`src/logic/ctm_pkg.sv`:
```
package ctm_pkg;

  // Register indices on the byte-wide register port
  localparam logic [2:0] ADDR_CTRL_A  = 3'h0;
  localparam logic [2:0] ADDR_CTRL_B  = 3'h1;
  localparam logic [2:0] ADDR_CNT_LO  = 3'h2;
  localparam logic [2:0] ADDR_CNT_HI  = 3'h3;
  localparam logic [2:0] ADDR_CMPA_LO = 3'h4;
  localparam logic [2:0] ADDR_CMPA_HI = 3'h5;

  localparam logic [7:0] CTRL_A_RST = 8'h00;
  localparam logic [7:0] CTRL_B_RST = 8'h00;

  // timer_control_a fields
  localparam int CA_PAUSE   = 7;
  localparam int CA_CKS_HI  = 6;
  localparam int CA_CKS_LO  = 4;
  localparam int CA_ENABLE  = 3;
  localparam int CA_PER_HI  = 2;
  localparam int CA_PER_LO  = 0;

  // timer_control_b fields
  localparam int CB_MODE_HI = 7;
  localparam int CB_MODE_LO = 6;
  localparam int CB_IO_HI   = 5;
  localparam int CB_IO_LO   = 4;
  localparam int CB_INIT    = 3;
  localparam int CB_POL     = 2;
  localparam int CB_DPX     = 1;
  localparam int CB_CCLR    = 0;

  // Mode encodings
  localparam logic [1:0] MODE_CMP   = 2'h0;
  localparam logic [1:0] MODE_PWM   = 2'h2;
  localparam logic [1:0] MODE_TIMER = 2'h3;

  // Output action encodings
  localparam logic [1:0] IO_NONE = 2'h0;
  localparam logic [1:0] IO_LOW  = 2'h1;
  localparam logic [1:0] IO_HIGH = 2'h2;
  localparam logic [1:0] IO_TOG  = 2'h3;

  // Clock select encodings
  localparam logic [2:0] CKS_SYS_DIV4 = 3'h0;
  localparam logic [2:0] CKS_SYS      = 3'h1;
  localparam logic [2:0] CKS_H_DIV16  = 3'h2;
  localparam logic [2:0] CKS_H_DIV64  = 3'h3;
  localparam logic [2:0] CKS_SUB_A    = 3'h4;
  localparam logic [2:0] CKS_SUB_B    = 3'h5;
  localparam logic [2:0] CKS_PIN_RISE = 3'h6;
  localparam logic [2:0] CKS_PIN_FALL = 3'h7;

  localparam logic [5:0] PRESC_DIV4  = 6'h03;
  localparam logic [5:0] PRESC_DIV16 = 6'h0F;
  localparam logic [5:0] PRESC_DIV64 = 6'h3F;

  localparam int CNT_W = 10;
  localparam logic [9:0] CNT_MAX = 10'h3FF;

endpackage

```
`src/logic/ctm_timer.sv`:
```
`timescale 1ns/1ns
// What this block does
// - Ten-bit counter counts up on selected edges
// - Period match compares next count's top three bits, low seven zero
// - Compare A matches all ten counter bits
// - Software clears counter only via enable rise
// - Counter clears on overflow or chosen match
// - Separate compare A and period interrupts
// - External pin counts on rising or falling
// - Second output pin is inverse of first
// - Compare mode sets, clears or toggles output
// - PWM drives the same output pin pair
// - Only compare, timer and PWM modes exist
// - Low bytes go through shared byte buffer
// - Compare low write buffers; high commits both
// - High byte read latches low into buffer
// - Counter read-only, compare read/write, period
// - Clock select picks system, divided, sub or pin
// - Period zero means 1024, else n*128
// - Enable rise clears, fall holds counter
// - Mode field: 00 compare, 10 PWM, 11 timer
module ctm_timer (
  // Clock and reset
  input  wire logic       clk,
  input  wire logic       arst_n,
  // Internal clock ticks from the clock tree, one clk cycle wide
  input  wire logic       tick_sys,
  input  wire logic       tick_high,
  input  wire logic       tick_sub,
  // External count pin, asynchronous
  input  wire logic       ext_count_clock_pin,
  // Register port
  input  wire logic [2:0] reg_addr,
  input  wire logic [7:0] reg_wdata,
  input  wire logic       reg_wr,
  input  wire logic       reg_rd,
  output logic      [7:0] reg_rdata,
  // Pins and events
  output logic            timer_output_pin,
  output logic            timer_output_inverted_pin,
  output logic            irq_compare_a,
  output logic            irq_period
);

  ////////////////////////////////////////////////////////////////////////////
  logic [7:0] ctrl_a_r;
  logic [7:0] ctrl_b_r;
  logic [9:0] cmpa_r;
  logic [7:0] buf_r;
  logic [9:0] cnt_r;
  logic [9:0] cnt_nxt;
  logic       en_d_r;
  logic [5:0] div_sys_r;
  logic [5:0] div_h_r;
  logic       pin_s1_r;
  logic       pin_s2_r;
  logic       pin_s3_r;
  logic       out_r;
  logic       out_nxt;
  logic       tick;
  logic       match_a;
  logic       match_p;
  logic       wr_hit;
  logic       en_rise;
  logic [9:0] cnt_inc;

  wire [2:0] cks    = ctrl_a_r[ctm_pkg::CA_CKS_HI:ctm_pkg::CA_CKS_LO];
  wire [2:0] period = ctrl_a_r[ctm_pkg::CA_PER_HI:ctm_pkg::CA_PER_LO];
  wire       enable = ctrl_a_r[ctm_pkg::CA_ENABLE];
  wire       pause  = ctrl_a_r[ctm_pkg::CA_PAUSE];
  wire [1:0] mode   = ctrl_b_r[ctm_pkg::CB_MODE_HI:ctm_pkg::CB_MODE_LO];
  wire [1:0] io_sel = ctrl_b_r[ctm_pkg::CB_IO_HI:ctm_pkg::CB_IO_LO];
  wire       init   = ctrl_b_r[ctm_pkg::CB_INIT];
  wire       pol    = ctrl_b_r[ctm_pkg::CB_POL];
  wire       dpx    = ctrl_b_r[ctm_pkg::CB_DPX];
  wire       cclr   = ctrl_b_r[ctm_pkg::CB_CCLR];

  ////////////////////////////////////////////////////////////////////////////
  // Register writes
  always_ff @(posedge clk or negedge arst_n)
  begin
    if (!arst_n)
    begin
      ctrl_a_r <= ctm_pkg::CTRL_A_RST;
      ctrl_b_r <= ctm_pkg::CTRL_B_RST;
      cmpa_r   <= '0;
    end
    else if (reg_wr)
    begin
      unique case (reg_addr)
        ctm_pkg::ADDR_CTRL_A:  ctrl_a_r <= reg_wdata;
        ctm_pkg::ADDR_CTRL_B:  ctrl_b_r <= reg_wdata;
        ctm_pkg::ADDR_CMPA_HI: cmpa_r   <= {reg_wdata[1:0], buf_r};
        default: ;
      endcase
    end
  end

  // Shared low-byte buffer
  always_ff @(posedge clk or negedge arst_n)
  begin
    if (!arst_n)
      buf_r <= '0;
    else if (reg_wr && reg_addr == ctm_pkg::ADDR_CMPA_LO)
      buf_r <= reg_wdata;
    else if (reg_rd && reg_addr == ctm_pkg::ADDR_CNT_HI)
      buf_r <= cnt_r[7:0];
    else if (reg_rd && reg_addr == ctm_pkg::ADDR_CMPA_HI)
      buf_r <= cmpa_r[7:0];
  end

  // Read data; counter pair has no write path at all
  always_ff @(posedge clk or negedge arst_n)
  begin
    if (!arst_n)
      reg_rdata <= '0;
    else if (reg_rd)
    begin
      unique case (reg_addr)
        ctm_pkg::ADDR_CTRL_A:  reg_rdata <= ctrl_a_r;
        ctm_pkg::ADDR_CTRL_B:  reg_rdata <= ctrl_b_r;
        ctm_pkg::ADDR_CNT_LO:  reg_rdata <= buf_r;
        ctm_pkg::ADDR_CNT_HI:  reg_rdata <= {6'h00, cnt_r[9:8]};
        ctm_pkg::ADDR_CMPA_LO: reg_rdata <= buf_r;
        ctm_pkg::ADDR_CMPA_HI: reg_rdata <= {6'h00, cmpa_r[9:8]};
        default:               reg_rdata <= 8'h00;
      endcase
    end
    else
      reg_rdata <= 8'h00;
  end

  ////////////////////////////////////////////////////////////////////////////
  // Clock source: prescalers and pin edge detect
  always_ff @(posedge clk or negedge arst_n)
  begin
    if (!arst_n)
    begin
      div_sys_r <= '0;
      div_h_r   <= '0;
    end
    else
    begin
      if (tick_sys)
        div_sys_r <= div_sys_r + 6'h01;
      if (tick_high)
        div_h_r <= div_h_r + 6'h01;
    end
  end

  // The pin is asynchronous; s3 only follows s2 for edge detection
  always_ff @(posedge clk or negedge arst_n)
  begin
    if (!arst_n)
    begin
      pin_s1_r <= 1'b0;
      pin_s2_r <= 1'b0;
      pin_s3_r <= 1'b0;
    end
    else
    begin
      pin_s1_r <= ext_count_clock_pin;
      pin_s2_r <= pin_s1_r;
      pin_s3_r <= pin_s2_r;
    end
  end

  always_comb
  begin
    unique case (cks)
      ctm_pkg::CKS_SYS_DIV4:
        tick = tick_sys && (div_sys_r[1:0] == ctm_pkg::PRESC_DIV4[1:0]);
      ctm_pkg::CKS_SYS:      tick = tick_sys;
      ctm_pkg::CKS_H_DIV16:
        tick = tick_high && (div_h_r[3:0] == ctm_pkg::PRESC_DIV16[3:0]);
      ctm_pkg::CKS_H_DIV64:
        tick = tick_high && (div_h_r == ctm_pkg::PRESC_DIV64);
      ctm_pkg::CKS_SUB_A,
      ctm_pkg::CKS_SUB_B:    tick = tick_sub;
      ctm_pkg::CKS_PIN_RISE: tick = pin_s2_r && !pin_s3_r;
      default:               tick = !pin_s2_r && pin_s3_r;
    endcase
  end

  ////////////////////////////////////////////////////////////////////////////
  // Comparators
  // Comparator P watches the count about to be reached, so the clear
  // lands after exactly n*128 ticks; period zero then falls on the wrap
  assign cnt_inc = cnt_r + 10'h001;
  assign match_p = (cnt_inc[9:7] == period)
                   && (cnt_inc[6:0] == 7'h00);
  assign match_a = (cnt_r == cmpa_r);
  assign wr_hit  = reg_wr && reg_addr == ctm_pkg::ADDR_CTRL_A;
  assign en_rise = enable && !en_d_r;

  always_ff @(posedge clk or negedge arst_n)
  begin
    if (!arst_n)
      en_d_r <= 1'b0;
    else
      en_d_r <= enable;
  end

  wire wrap     = (cnt_r == ctm_pkg::CNT_MAX);
  wire p_event  = match_p;
  wire a_event  = match_a;
  wire clr_pwm  = dpx ? a_event : p_event;
  wire clr_sel  = (mode == ctm_pkg::MODE_PWM) ? clr_pwm :
                  (cclr ? a_event : p_event);
  // No count on the enable rise itself: that edge only clears, so a
  // stale match value left from the last run raises no interrupt
  wire run      = enable && en_d_r && !pause && tick;

  always_comb
  begin
    cnt_nxt = cnt_r;
    if (en_rise)
      cnt_nxt = '0;
    else if (run)
    begin
      if (clr_sel || wrap)
        cnt_nxt = '0;
      else
        cnt_nxt = cnt_r + 10'h001;
    end
  end

  always_ff @(posedge clk or negedge arst_n)
  begin
    if (!arst_n)
      cnt_r <= '0;
    else
      cnt_r <= cnt_nxt;
  end

  // One-cycle interrupts on the count edge that sees the match
  always_ff @(posedge clk or negedge arst_n)
  begin
    if (!arst_n)
    begin
      irq_compare_a <= 1'b0;
      irq_period    <= 1'b0;
    end
    else
    begin
      irq_compare_a <= run && a_event;
      irq_period    <= run && p_event;
    end
  end

  ////////////////////////////////////////////////////////////////////////////
  // Output pin logic; timer mode holds the output apart from the init load on enable rise
  wire [9:0] duty_val = dpx ? {period, 7'h00} : cmpa_r;

  always_comb
  begin
    out_nxt = out_r;
    if (en_rise)
      out_nxt = (mode == ctm_pkg::MODE_PWM) ? !init : init;
    else if (mode == ctm_pkg::MODE_CMP && run && a_event)
    begin
      unique case (io_sel)
        ctm_pkg::IO_NONE: out_nxt = out_r;
        ctm_pkg::IO_LOW:  out_nxt = 1'b0;
        ctm_pkg::IO_HIGH: out_nxt = 1'b1;
        default:          out_nxt = !out_r;
      endcase
    end
    else if (mode == ctm_pkg::MODE_PWM && enable)
    begin
      unique case (io_sel)
        ctm_pkg::IO_NONE: out_nxt = !init;
        ctm_pkg::IO_LOW:  out_nxt = init;
        ctm_pkg::IO_HIGH: out_nxt = (cnt_nxt < duty_val) ? init : !init;
        default:          out_nxt = out_r;
      endcase
    end
  end

  always_ff @(posedge clk or negedge arst_n)
  begin
    if (!arst_n)
      out_r <= 1'b0;
    else
      out_r <= out_nxt;
  end

  always_ff @(posedge clk or negedge arst_n)
  begin
    if (!arst_n)
    begin
      timer_output_pin          <= 1'b0;
      timer_output_inverted_pin <= 1'b1;
    end
    else
    begin
      timer_output_pin          <= out_nxt ^ pol;
      timer_output_inverted_pin <= !(out_nxt ^ pol);
    end
  end

  ////////////////////////////////////////////////////////////////////////////
  chk_pin_inverse: assert property (
    @(posedge clk) disable iff (!arst_n)
    timer_output_inverted_pin == !timer_output_pin)
    else $error("inverted pin not inverse");

  chk_enable_clear: assert property (
    @(posedge clk) disable iff (!arst_n)
    $rose(enable) |=> cnt_r == 10'h000)
    else $error("counter not cleared on enable rise");

  chk_hold_off: assert property (
    @(posedge clk) disable iff (!arst_n)
    (!enable && en_d_r) ##1 !enable |-> $stable(cnt_r))
    else $error("counter moved while off");

  chk_count_up: assert property (
    @(posedge clk) disable iff (!arst_n)
    run && !en_rise && !clr_sel && !wrap |=> cnt_r == $past(cnt_r) + 10'h001)
    else $error("counter did not advance");

  chk_irq_a_pulse: assert property (
    @(posedge clk) disable iff (!arst_n)
    run && match_a |=> irq_compare_a ##1 !irq_compare_a)
    else $error("compare A irq not one pulse");

  chk_irq_p_cause: assert property (
    @(posedge clk) disable iff (!arst_n)
    irq_period |-> $past(run)
      && $past(cnt_r) + 10'h001 == {$past(period), 7'h00})
    else $error("period irq without match");

  chk_cmpa_commit: assert property (
    @(posedge clk) disable iff (!arst_n)
    reg_wr && reg_addr == ctm_pkg::ADDR_CMPA_HI
      |=> cmpa_r == {$past(reg_wdata[1:0]), $past(buf_r)})
    else $error("compare A commit wrong");

  chk_hi_latch: assert property (
    @(posedge clk) disable iff (!arst_n)
    reg_rd && reg_addr == ctm_pkg::ADDR_CNT_HI
      |=> buf_r == $past(cnt_r[7:0]))
    else $error("buffer not latched on high read");

  chk_match_clear: assert property (
    @(posedge clk) disable iff (!arst_n)
    run && !en_rise && mode == ctm_pkg::MODE_CMP && cclr && match_a
      |=> cnt_r == 10'h000)
    else $error("counter not cleared on A match");

  chk_period_clear: assert property (
    @(posedge clk) disable iff (!arst_n)
    run && mode == ctm_pkg::MODE_TIMER && !cclr && p_event
      |=> cnt_r == 10'h000)
    else $error("counter not cleared on period match");

  chk_timer_hold: assert property (
    @(posedge clk) disable iff (!arst_n)
    enable && en_d_r && mode == ctm_pkg::MODE_TIMER && $stable(ctrl_b_r)
      |=> $stable(timer_output_pin))
    else $error("output moved in timer mode");

  cov_irq_a:  cover property (@(posedge clk) disable iff (!arst_n)
    irq_compare_a);
  cov_irq_p:  cover property (@(posedge clk) disable iff (!arst_n)
    irq_period);
  cov_toggle: cover property (@(posedge clk) disable iff (!arst_n)
    mode == ctm_pkg::MODE_CMP && $changed(timer_output_pin));
  cov_pwm:    cover property (@(posedge clk) disable iff (!arst_n)
    mode == ctm_pkg::MODE_PWM && $rose(timer_output_pin));

endmodule // ctm_timer

```
`config.mk`:
```
export PLATFORM = sky130hd
export DESIGN_NAME = ctm_timer
export DESIGN_NICKNAME = d
export VERILOG_FILES = /design/src/logic/ctm_pkg.sv /design/src/logic/ctm_timer.sv
export SDC_FILE = /design/constraint.sdc
export NUM_CORES = 1
export LEC_CHECK = 0
export BUFFER_PORTS_ARGS = -buffer_cell sky130_fd_sc_hd__buf_2
export CORE_ASPECT_RATIO = 0.9
export CORE_MARGIN = 2
export CORE_UTILIZATION = 50
export DETAILED_ROUTE_END_ITERATION = 6
export PLACE_DENSITY = 0.65
export SLEW_MARGIN = 20
export SYNTH_ARGS = -nofsm -noshare
export SYNTH_HDL_FRONTEND = slang
export SYNTH_SLANG_ARGS = --single-unit
export TNS_END_PERCENT = 30
```
`constraint.sdc`:
```
create_clock -name clk -period 7.7 [get_ports clk]
set_input_delay 0.77 -clock clk [delete_from_list [all_inputs] [get_ports clk]]
set_output_delay 0.77 -clock clk [all_outputs]
set_load 0.1 [all_outputs]
```
==> flow_metrics.tcl, run 1 <==
set metrics [dict create \
    insertion_delay_ns 0.35 \
    fp.dieH_microns 89.5 \
    ir_worst_vdd_mv 0.168 \
    drive_above_1_share_pct 19.8 \
    worstPathRequired_ns 7.99 \
    syn_inst 411 \
    hold_viol 0 \
    portBuffers 30 \
    worstPathMaxFanout 11 \
    io_pins 31 \
    holdPathStages 0 \
    ys_async_sr_fraction_pct 100 \
    met3_length_microns 611 \
    clk_pin_slew_worst_paths_ns 0.08 \
    wl_met1_microns 4500 \
    cts_tree "yes" \
    area_growth_pct 8.94 \
    slew_violations 0 \
    avgSynthCellArea_sq_um 9.88 \
    preCtsSetupSlack_ns 2.50 \
    worstSetupStartpointType "flop" \
    track_usage_pct 22.4 \
    ant_nets 0 \
    dp_hpwl_microns 7040 \
    grt_pass1_vias 2948 \
    rsz0062_at_grt "false" \
    fp.dieW_microns 99.0 \
    synth_compound_area_share_pct 13.8 \
    final.setup.tns_ns 0 \
    synth-main-ff-cell "dfrtp_1" \
    initial_utilization_pct 51.1 \
    syn_nets 443 \
    r2r_cells 17 \
    post-place-cells 518 \
    viasPerCell 5.96 \
    hp-class "flop to flop" \
    drt_wl_total_microns 9470 \
    fin_area_sq_um 4420 \
    clock-sinks 69 \
    core_sq_um 7950 \
    drc 0 \
    yosysUniqueCellTypes 54 \
    fin_crit_sh_pct 69.0 \
    grt_max_degree 70 \
    fin_crit_ns 5.31 \
    synth-seq-area-share_pct 42.6 \
    crit_path_end_kind "flop" \
    finalClockSkew_ns 0.0102 \
    synth_top_family_by_area "simple AND/OR/NAND/NOR gates" \
    worst_slew_pin_slew_ns 1.00 \
    overflow 0 \
    instances_no_fill 534 \
    final_common_cell "dfrtp_1" \
    root_buffer "clkbuf_8" \
    met2_length_microns 4260 \
    drt-wirelength-per-cell_microns 17.7 \
    clk_path_buf_depth 2 \
    synthAdderAreaFrac_pct 4.01 \
    firstDrtPassIters 4 \
    outcome "finished clean" \
    final-setup-viol-count 0 \
    synth-edff-count 0 \
    leakage_nw 1.94 \
    dieArea_sq_um 8860 \
    post-route-util_pct 55.6 \
    insertedDiodeCount 0 \
    syn-cell-area_sq_um 4060 \
    antenna_found_initial 0 \
    cts_hold_buf 0 \
    post_cts_buffers 0 \
    cts_resized 0 \
    h-tree-depth 3 \
    muxShareOfSynthArea_pct 12.4 \
    synth_xor_area_share_pct 5.18 \
    nNetsFinal 462 \
    critical_path_class "flop to flop" \
    grt_pass1_wl_microns 15300 \
    routed.top_layer "met4" \
    crit_arrival_ns 5.60 \
    drt_iter0_drc 232 \
    gp_congestion 0.929 \
    worst_slack_ns 2.39 \
    vias 3183 \
    yosys.area_share.simple_pct 18.2 \
    final_cell_mix "dfrtp_1, nor2_1, a21oi_1, buf_2" \
    placed_cell_area_sq_um 4220 \
    fmax_mhz 188 \
    max-slew-margin-rel_pct 33.2 \
    p_per_area_nw_per_um2 273 \
    rows 31 \
    maxCapViolCount 0 \
    ys_seq_elements 69 \
    yosysWarningCount 0 \
    numCtsBuffers 9 \
]
-- synth_stat cells (all sizes together), types with 6 or more instances --
cell    number  share of area, %
a21oi       36               4.4
a22oi        8               1.5
buf         13               2.2
clkbuf      11               1.0
dfrtp       68                42
ha          13               4.0
inv          6              0.55
mux2        27               7.5
mux2i       20               4.9
nand2       24               2.2
nand2b       8               1.2
nand3       11               1.5
nand4        9               2.1
nor2        40               3.7
o21ai       27               3.3
or3          7               1.1
xnor2       18               3.9
xor2         6               1.3
-- state kept, by name (all words and copies together) (netlist names), 2 cells and up --
| signal | flops |
|---|---|
| cnt_r | 10 |
| buf_r | 8 |
| div_sys_r | 2 |
| ctrl_b_r | 8 |
| ctrl_a_r | 8 |
| div_h_r | 6 |
| cmpa_r | 10 |
| reg_rdata | 8 |
-- final timing paths --
path | startpoint | end | slack [ns]
min | pin_s1_r | pin_s2_r | 0.36
min reg2reg | pin_s1_r | pin_s2_r | 0.36
max reg2reg | cnt_r[0] | timer_output_inverted_pin | 2.39
max in group asynchronous | arst_n | cnt_r[5] | 6.50
min in group asynchronous | arst_n | cmpa_r[0] | 0.61
max | cnt_r[0] | timer_output_inverted_pin | 2.39
-- final cells by class --
| cell class | instances | area (sq um) |
|---|---|---|
| fill | 695 | 3530 |
| multi-input combinational | 312 | 2180 |
| sequential | 69 | 1730 |
| timing repair buffer | 32 | 165 |
| clock buffer | 10 | 138 |
| tap | 99 | 124 |
| clock inverter | 6 | 62.6 |
| inverter | 6 | 22.5 |
-- per-stage QoR --
stage | hold WS, ns | power (mW)
2_1_floorplan | 0.331 | 0.822
3_3_place_gp | 0.348 | 0.908
3_5_place_dp | 0.338 | 0.917
4_1_cts | 0.366 | 1.21
5_1_grt | 0.370 | 1.29
6_report | 0.363 | 1.21
-- power by group --
| group | total [mW] | leakage (nW) | internal (mW) | switching, mW |
|---|---|---|---|---|
| clock network | 0.295 | 0.0943 | 0.157 | 0.138 |
| logic | 0.366 | 0.969 | 0.153 | 0.214 |
| registers | 0.545 | 0.878 | 0.449 | 0.0965 |
| total | 1.21 | 1.94 | 0.759 | 0.448 |
-- worst max-delay path: stages, from the launching register on --
cell,delay [ns]
dfrtp_1,0.57
ha_1,0.46
nand4_4,0.17
o21bai_1,0.21
xnor2_1,0.10
a211oi_2,0.28
nor2_1,0.08
or3_1,0.52
or2_4,0.32
or4_1,0.41
a21oi_1,0.23
ha_1,0.20
nand4_1,0.10
a2111o_1,0.36
a31o_2,0.25
a2111oi_0,0.59
o31a_1,0.25
o32a_1,0.16
-- cells by family (layout without fill, tap and decap cells) --
group / after synthesis / count (layout)
compound gates: 93 / 93
xor+xnor: 24 / 24
fa+ha+maj: 13 / 13
buf+inv: 30 / 54
flops: 69 / 69
mux: 47 / 47
simple gates: 135 / 135
-- per-layer routing --
layer	up-vias	track usage (%)
li1	1527	-
met1	1528	32.6
met2	117	34.6
met3	11	4.38
met4	0	5.48
met5	-	0
(Power assumes the default switching activity.)
==> run 2: changes to the inputs <==
--- a/config.mk
+++ b/config.mk
@@ -5,6 +5,7 @@
 export SDC_FILE = /design/constraint.sdc
 export NUM_CORES = 1
 export LEC_CHECK = 0
+export ABC_AREA = 1
 export BUFFER_PORTS_ARGS = -buffer_cell sky130_fd_sc_hd__buf_2
 export CORE_ASPECT_RATIO = 0.9
 export CORE_MARGIN = 2
==> constraint.sdc (replaced) <==
create_clock -name clk -period 4.9 [get_ports clk]
set_input_delay 0.49 -clock clk [delete_from_list [all_inputs] [get_ports clk]]
set_output_delay 0.49 -clock clk [all_outputs]
set_load 0.1 [all_outputs]
==> run 2 against run 1 <==
Effect of this change:
- area after synthesis shrank 5.7%
- hold slack lost 0.12 ns
- non-clock buffer count shrank 1
- critical path depth grew 15
- via count grew 9.8%
- maximum frequency grew 32%
- sequential power grew 46%
- global-route usage grew 3.8 points
- sequential cell count is the same
- synthesized cell count grew 21%
- core utilization grew 1.5 points
- clock skew shrank 0.0019 ns
==> flow_metrics.tcl, run 2 <==
set metrics [dict create \
    r2r_cells 32 \
    crit_path_end_kind "flop" \
    max-slew-margin-rel_pct 34.1 \
    portBuffers 30 \
    worstSetupStartpointType "flop" \
    leakage_nw 2.11 \
    worst_slack_ns 0.873 \
    numCtsBuffers 9 \
    crit_arrival_ns 4.27 \
    rrSetupSlack_ns 0.87 \
    synth-edff-count 0 \
    avgSynthCellArea_sq_um 7.68 \
    rr_startpoint "cnt_r[0]" \
    vias 3496 \
    crit_top_cell "nand2_1" \
    worstPathMaxFanout 8 \
    grt_pass1_wl_microns 16300 \
    maxCapViolCount 0 \
    post-route-util_pct 57.1 \
    clock-sinks 69 \
    drc 0 \
    regToRegEndpoint "timer_output_pin" \
    synth-main-ff-cell "dfrtp_1" \
    instances_no_fill 632 \
    p_per_area_nw_per_um2 427 \
    insertedDiodeCount 0 \
    hp-class "input pin to flop" \
    antenna_found_initial 0 \
    clk_pin_slew_worst_paths_ns 0.08 \
    synth_top_area_cell "dfrtp_1" \
    cts_tree "yes" \
    nNetsFinal 563 \
    clk_path_buf_depth 2 \
    syn_nets 531 \
    drt_iter0_drc 278 \
    hold-path-endpoint "pin_s1_r" \
    hp-start "ext_count_clock_pin" \
    post_cts_buffers 0 \
    fin_crit_ns 4.03 \
    track_usage_pct 26.2 \
    ys_async_sr_fraction_pct 100 \
    holdPathStages 1 \
    synthAdderAreaFrac_pct 4.25 \
    synth_area_leaders "dfrtp_1, nand2_1, inv_1" \
    power_mw 1.82 \
    synth-seq-area-share_pct 45.1 \
    initial_utilization_pct 51.3 \
    gp_congestion 0.925 \
    synth_xor_area_share_pct 2.52 \
    fin_crit_sh_pct 82.2 \
    synth_compound_area_share_pct 14.9 \
    reg_top3 "cmpa_r (10), cnt_r (10)" \
    firstDrtPassIters 7 \
    synth_commonest_cells "nand2_1, dfrtp_1, inv_1, o21ai_0, nor2_1" \
    cts_resized 0 \
    worst_slew_pin_slew_ns 0.985 \
    viasPerCell 5.53 \
    critical_path_class "flop to flop" \
    muxShareOfSynthArea_pct 0.294 \
    h-tree-depth 3 \
    root_buffer "clkbuf_8" \
    synth_top_family_by_area "simple AND/OR/NAND/NOR gates" \
    worst_path_max_delay_cell "dfrtp_1" \
    fp.dieW_microns 96.3 \
    drt-wirelength-per-cell_microns 16.1 \
    synth_top_cell_area_share_pct 44.4 \
    core_sq_um 7470 \
    dp_hpwl_microns 7550 \
    cts_hold_buf 0 \
    drt_wl_total_microns 10200 \
    ant_nets 0 \
    yosysUniqueCellTypes 35 \
    final_cell_mix "nand2_1, dfrtp_1, inv_1, o21ai_0, nor2_1" \
    slowest_delay_ns 0.51 \
    yosysWarningCount 0 \
    drive_above_1_share_pct 12.1 \
    synth.most_common_cell "nand2_1" \
    overflow 0 \
    post-place-cells 616 \
    area_growth_pct 11.3 \
    rsz0062_at_grt "false" \
    ir_worst_vdd_mv 0.211 \
    worstPathRequired_ns 5.15 \
    final-setup-viol-count 0 \
    dieArea_sq_um 8380 \
    final_common_cell "nand2_1" \
    insertion_delay_ns 0.35 \
    outcome "finished clean" \
    hold_viol 0 \
    finalClockSkew_ns 0.00827 \
    syn-cell-area_sq_um 3830 \
    rows 30 \
    yosys.area_share.simple_pct 24.6 \
    slew_violations 0 \
    fp.dieH_microns 87.0 \
    syn_inst 499 \
    preCtsSetupSlack_ns 0.968 \
    fmax_mhz 248 \
    ys_seq_elements 69 \
    grt_pass1_vias 3135 \
    grt_max_degree 70 \
    final.setup.tns_ns 0 \
    io_pins 31 \
]
run 2: changes by cell type in the layout (fill, tap and decap cells not counted), sizes merged, moves of 14 or more:
cell	change
inv	+64
mux2	-26
mux2i	-20
nand2	+117
nand3	+14
o21ai	+24
xnor2	-16
run 2: logic make-up after synthesis:
logic type | Yosys count
muxes | 1
buffers and inverters | 81
xor gates and xnor gates | 11
adders and majority gates | 13
AOI/OAI and AO/OA | 102
DFF | 69
and+or+nand+nor | 222
run 2: critical path, delay by kind of cell (launching register included):
kind,cells,cell delay [ns]
AO/OA/AOI/OAI,5,0.74
adder cells (fa/ha/maj),2,0.55
buffers and inverters,1,0.04
flip-flops,1,0.51
AND/OR/NAND/NOR,24,2.10
run 2: area by class of cell:
type / count / area (sq um)
Clock buffer: 10 / 138
Clock inverter: 6 / 70.1
Fill cell: 711 / 3210
Inverter: 71 / 267
Multi-Input combinational cell: 349 / 1780
Sequential cell: 69 / 1730
Tap cell: 96 / 120
Timing Repair Buffer: 31 / 158
run 2: how the worst max path moves through the flow:
stage	from	slack, ns	cells after the start	endpoint
6_report	cnt_r[0]	0.87	32	timer_output_pin
5_1_grt	cnt_r[0]	0.37	29	timer_output_pin
4_1_cts	cnt_r[0]	0.94	30	timer_output_pin
3_5_place_dp	cnt_r[0]	0.97	32	timer_output_pin
3_3_place_gp	cnt_r[0]	1.10	31	timer_output_pin
2_1_floorplan	cnt_r[0]	1.69	30	timer_output_pin
run 2: metrics by stage:
| stage | hold slack (ns) | cell area (sq um) |
|---|---|---|
| 4_1_cts | 0.238 | 4260 |
| 2_1_floorplan | 0.194 | 3830 |
| 3_3_place_gp | 0.335 | 4060 |
| 5_1_grt | 0.229 | 4260 |
| 3_5_place_dp | 0.340 | 4060 |
| 6_report | 0.242 | 4260 |
run 2: layer usage:
| metal | track usage (%) | wire length (microns) | up-vias | share of wire, % |
|---|---|---|---|---|
| met5 | 0 | 0 | - | 0 |
| met4 | 8.96 | 169 | 0 | 1.7 |
| met3 | 5.37 | 625 | 16 | 6.2 |
| met2 | 39.3 | 4580 | 125 | 45 |
| met1 | 37.8 | 4780 | 1670 | 47 |
| li1 | - | - | 1685 | - |
run 2: where the power goes:
part / internal [mW] / switching, mW / leakage (nW)
clock: 0.252 / 0.241 / 0.0955
combinational: 0.163 / 0.369 / 1.12
sequential: 0.690 / 0.107 / 0.891
total: 1.11 / 0.718 / 2.11
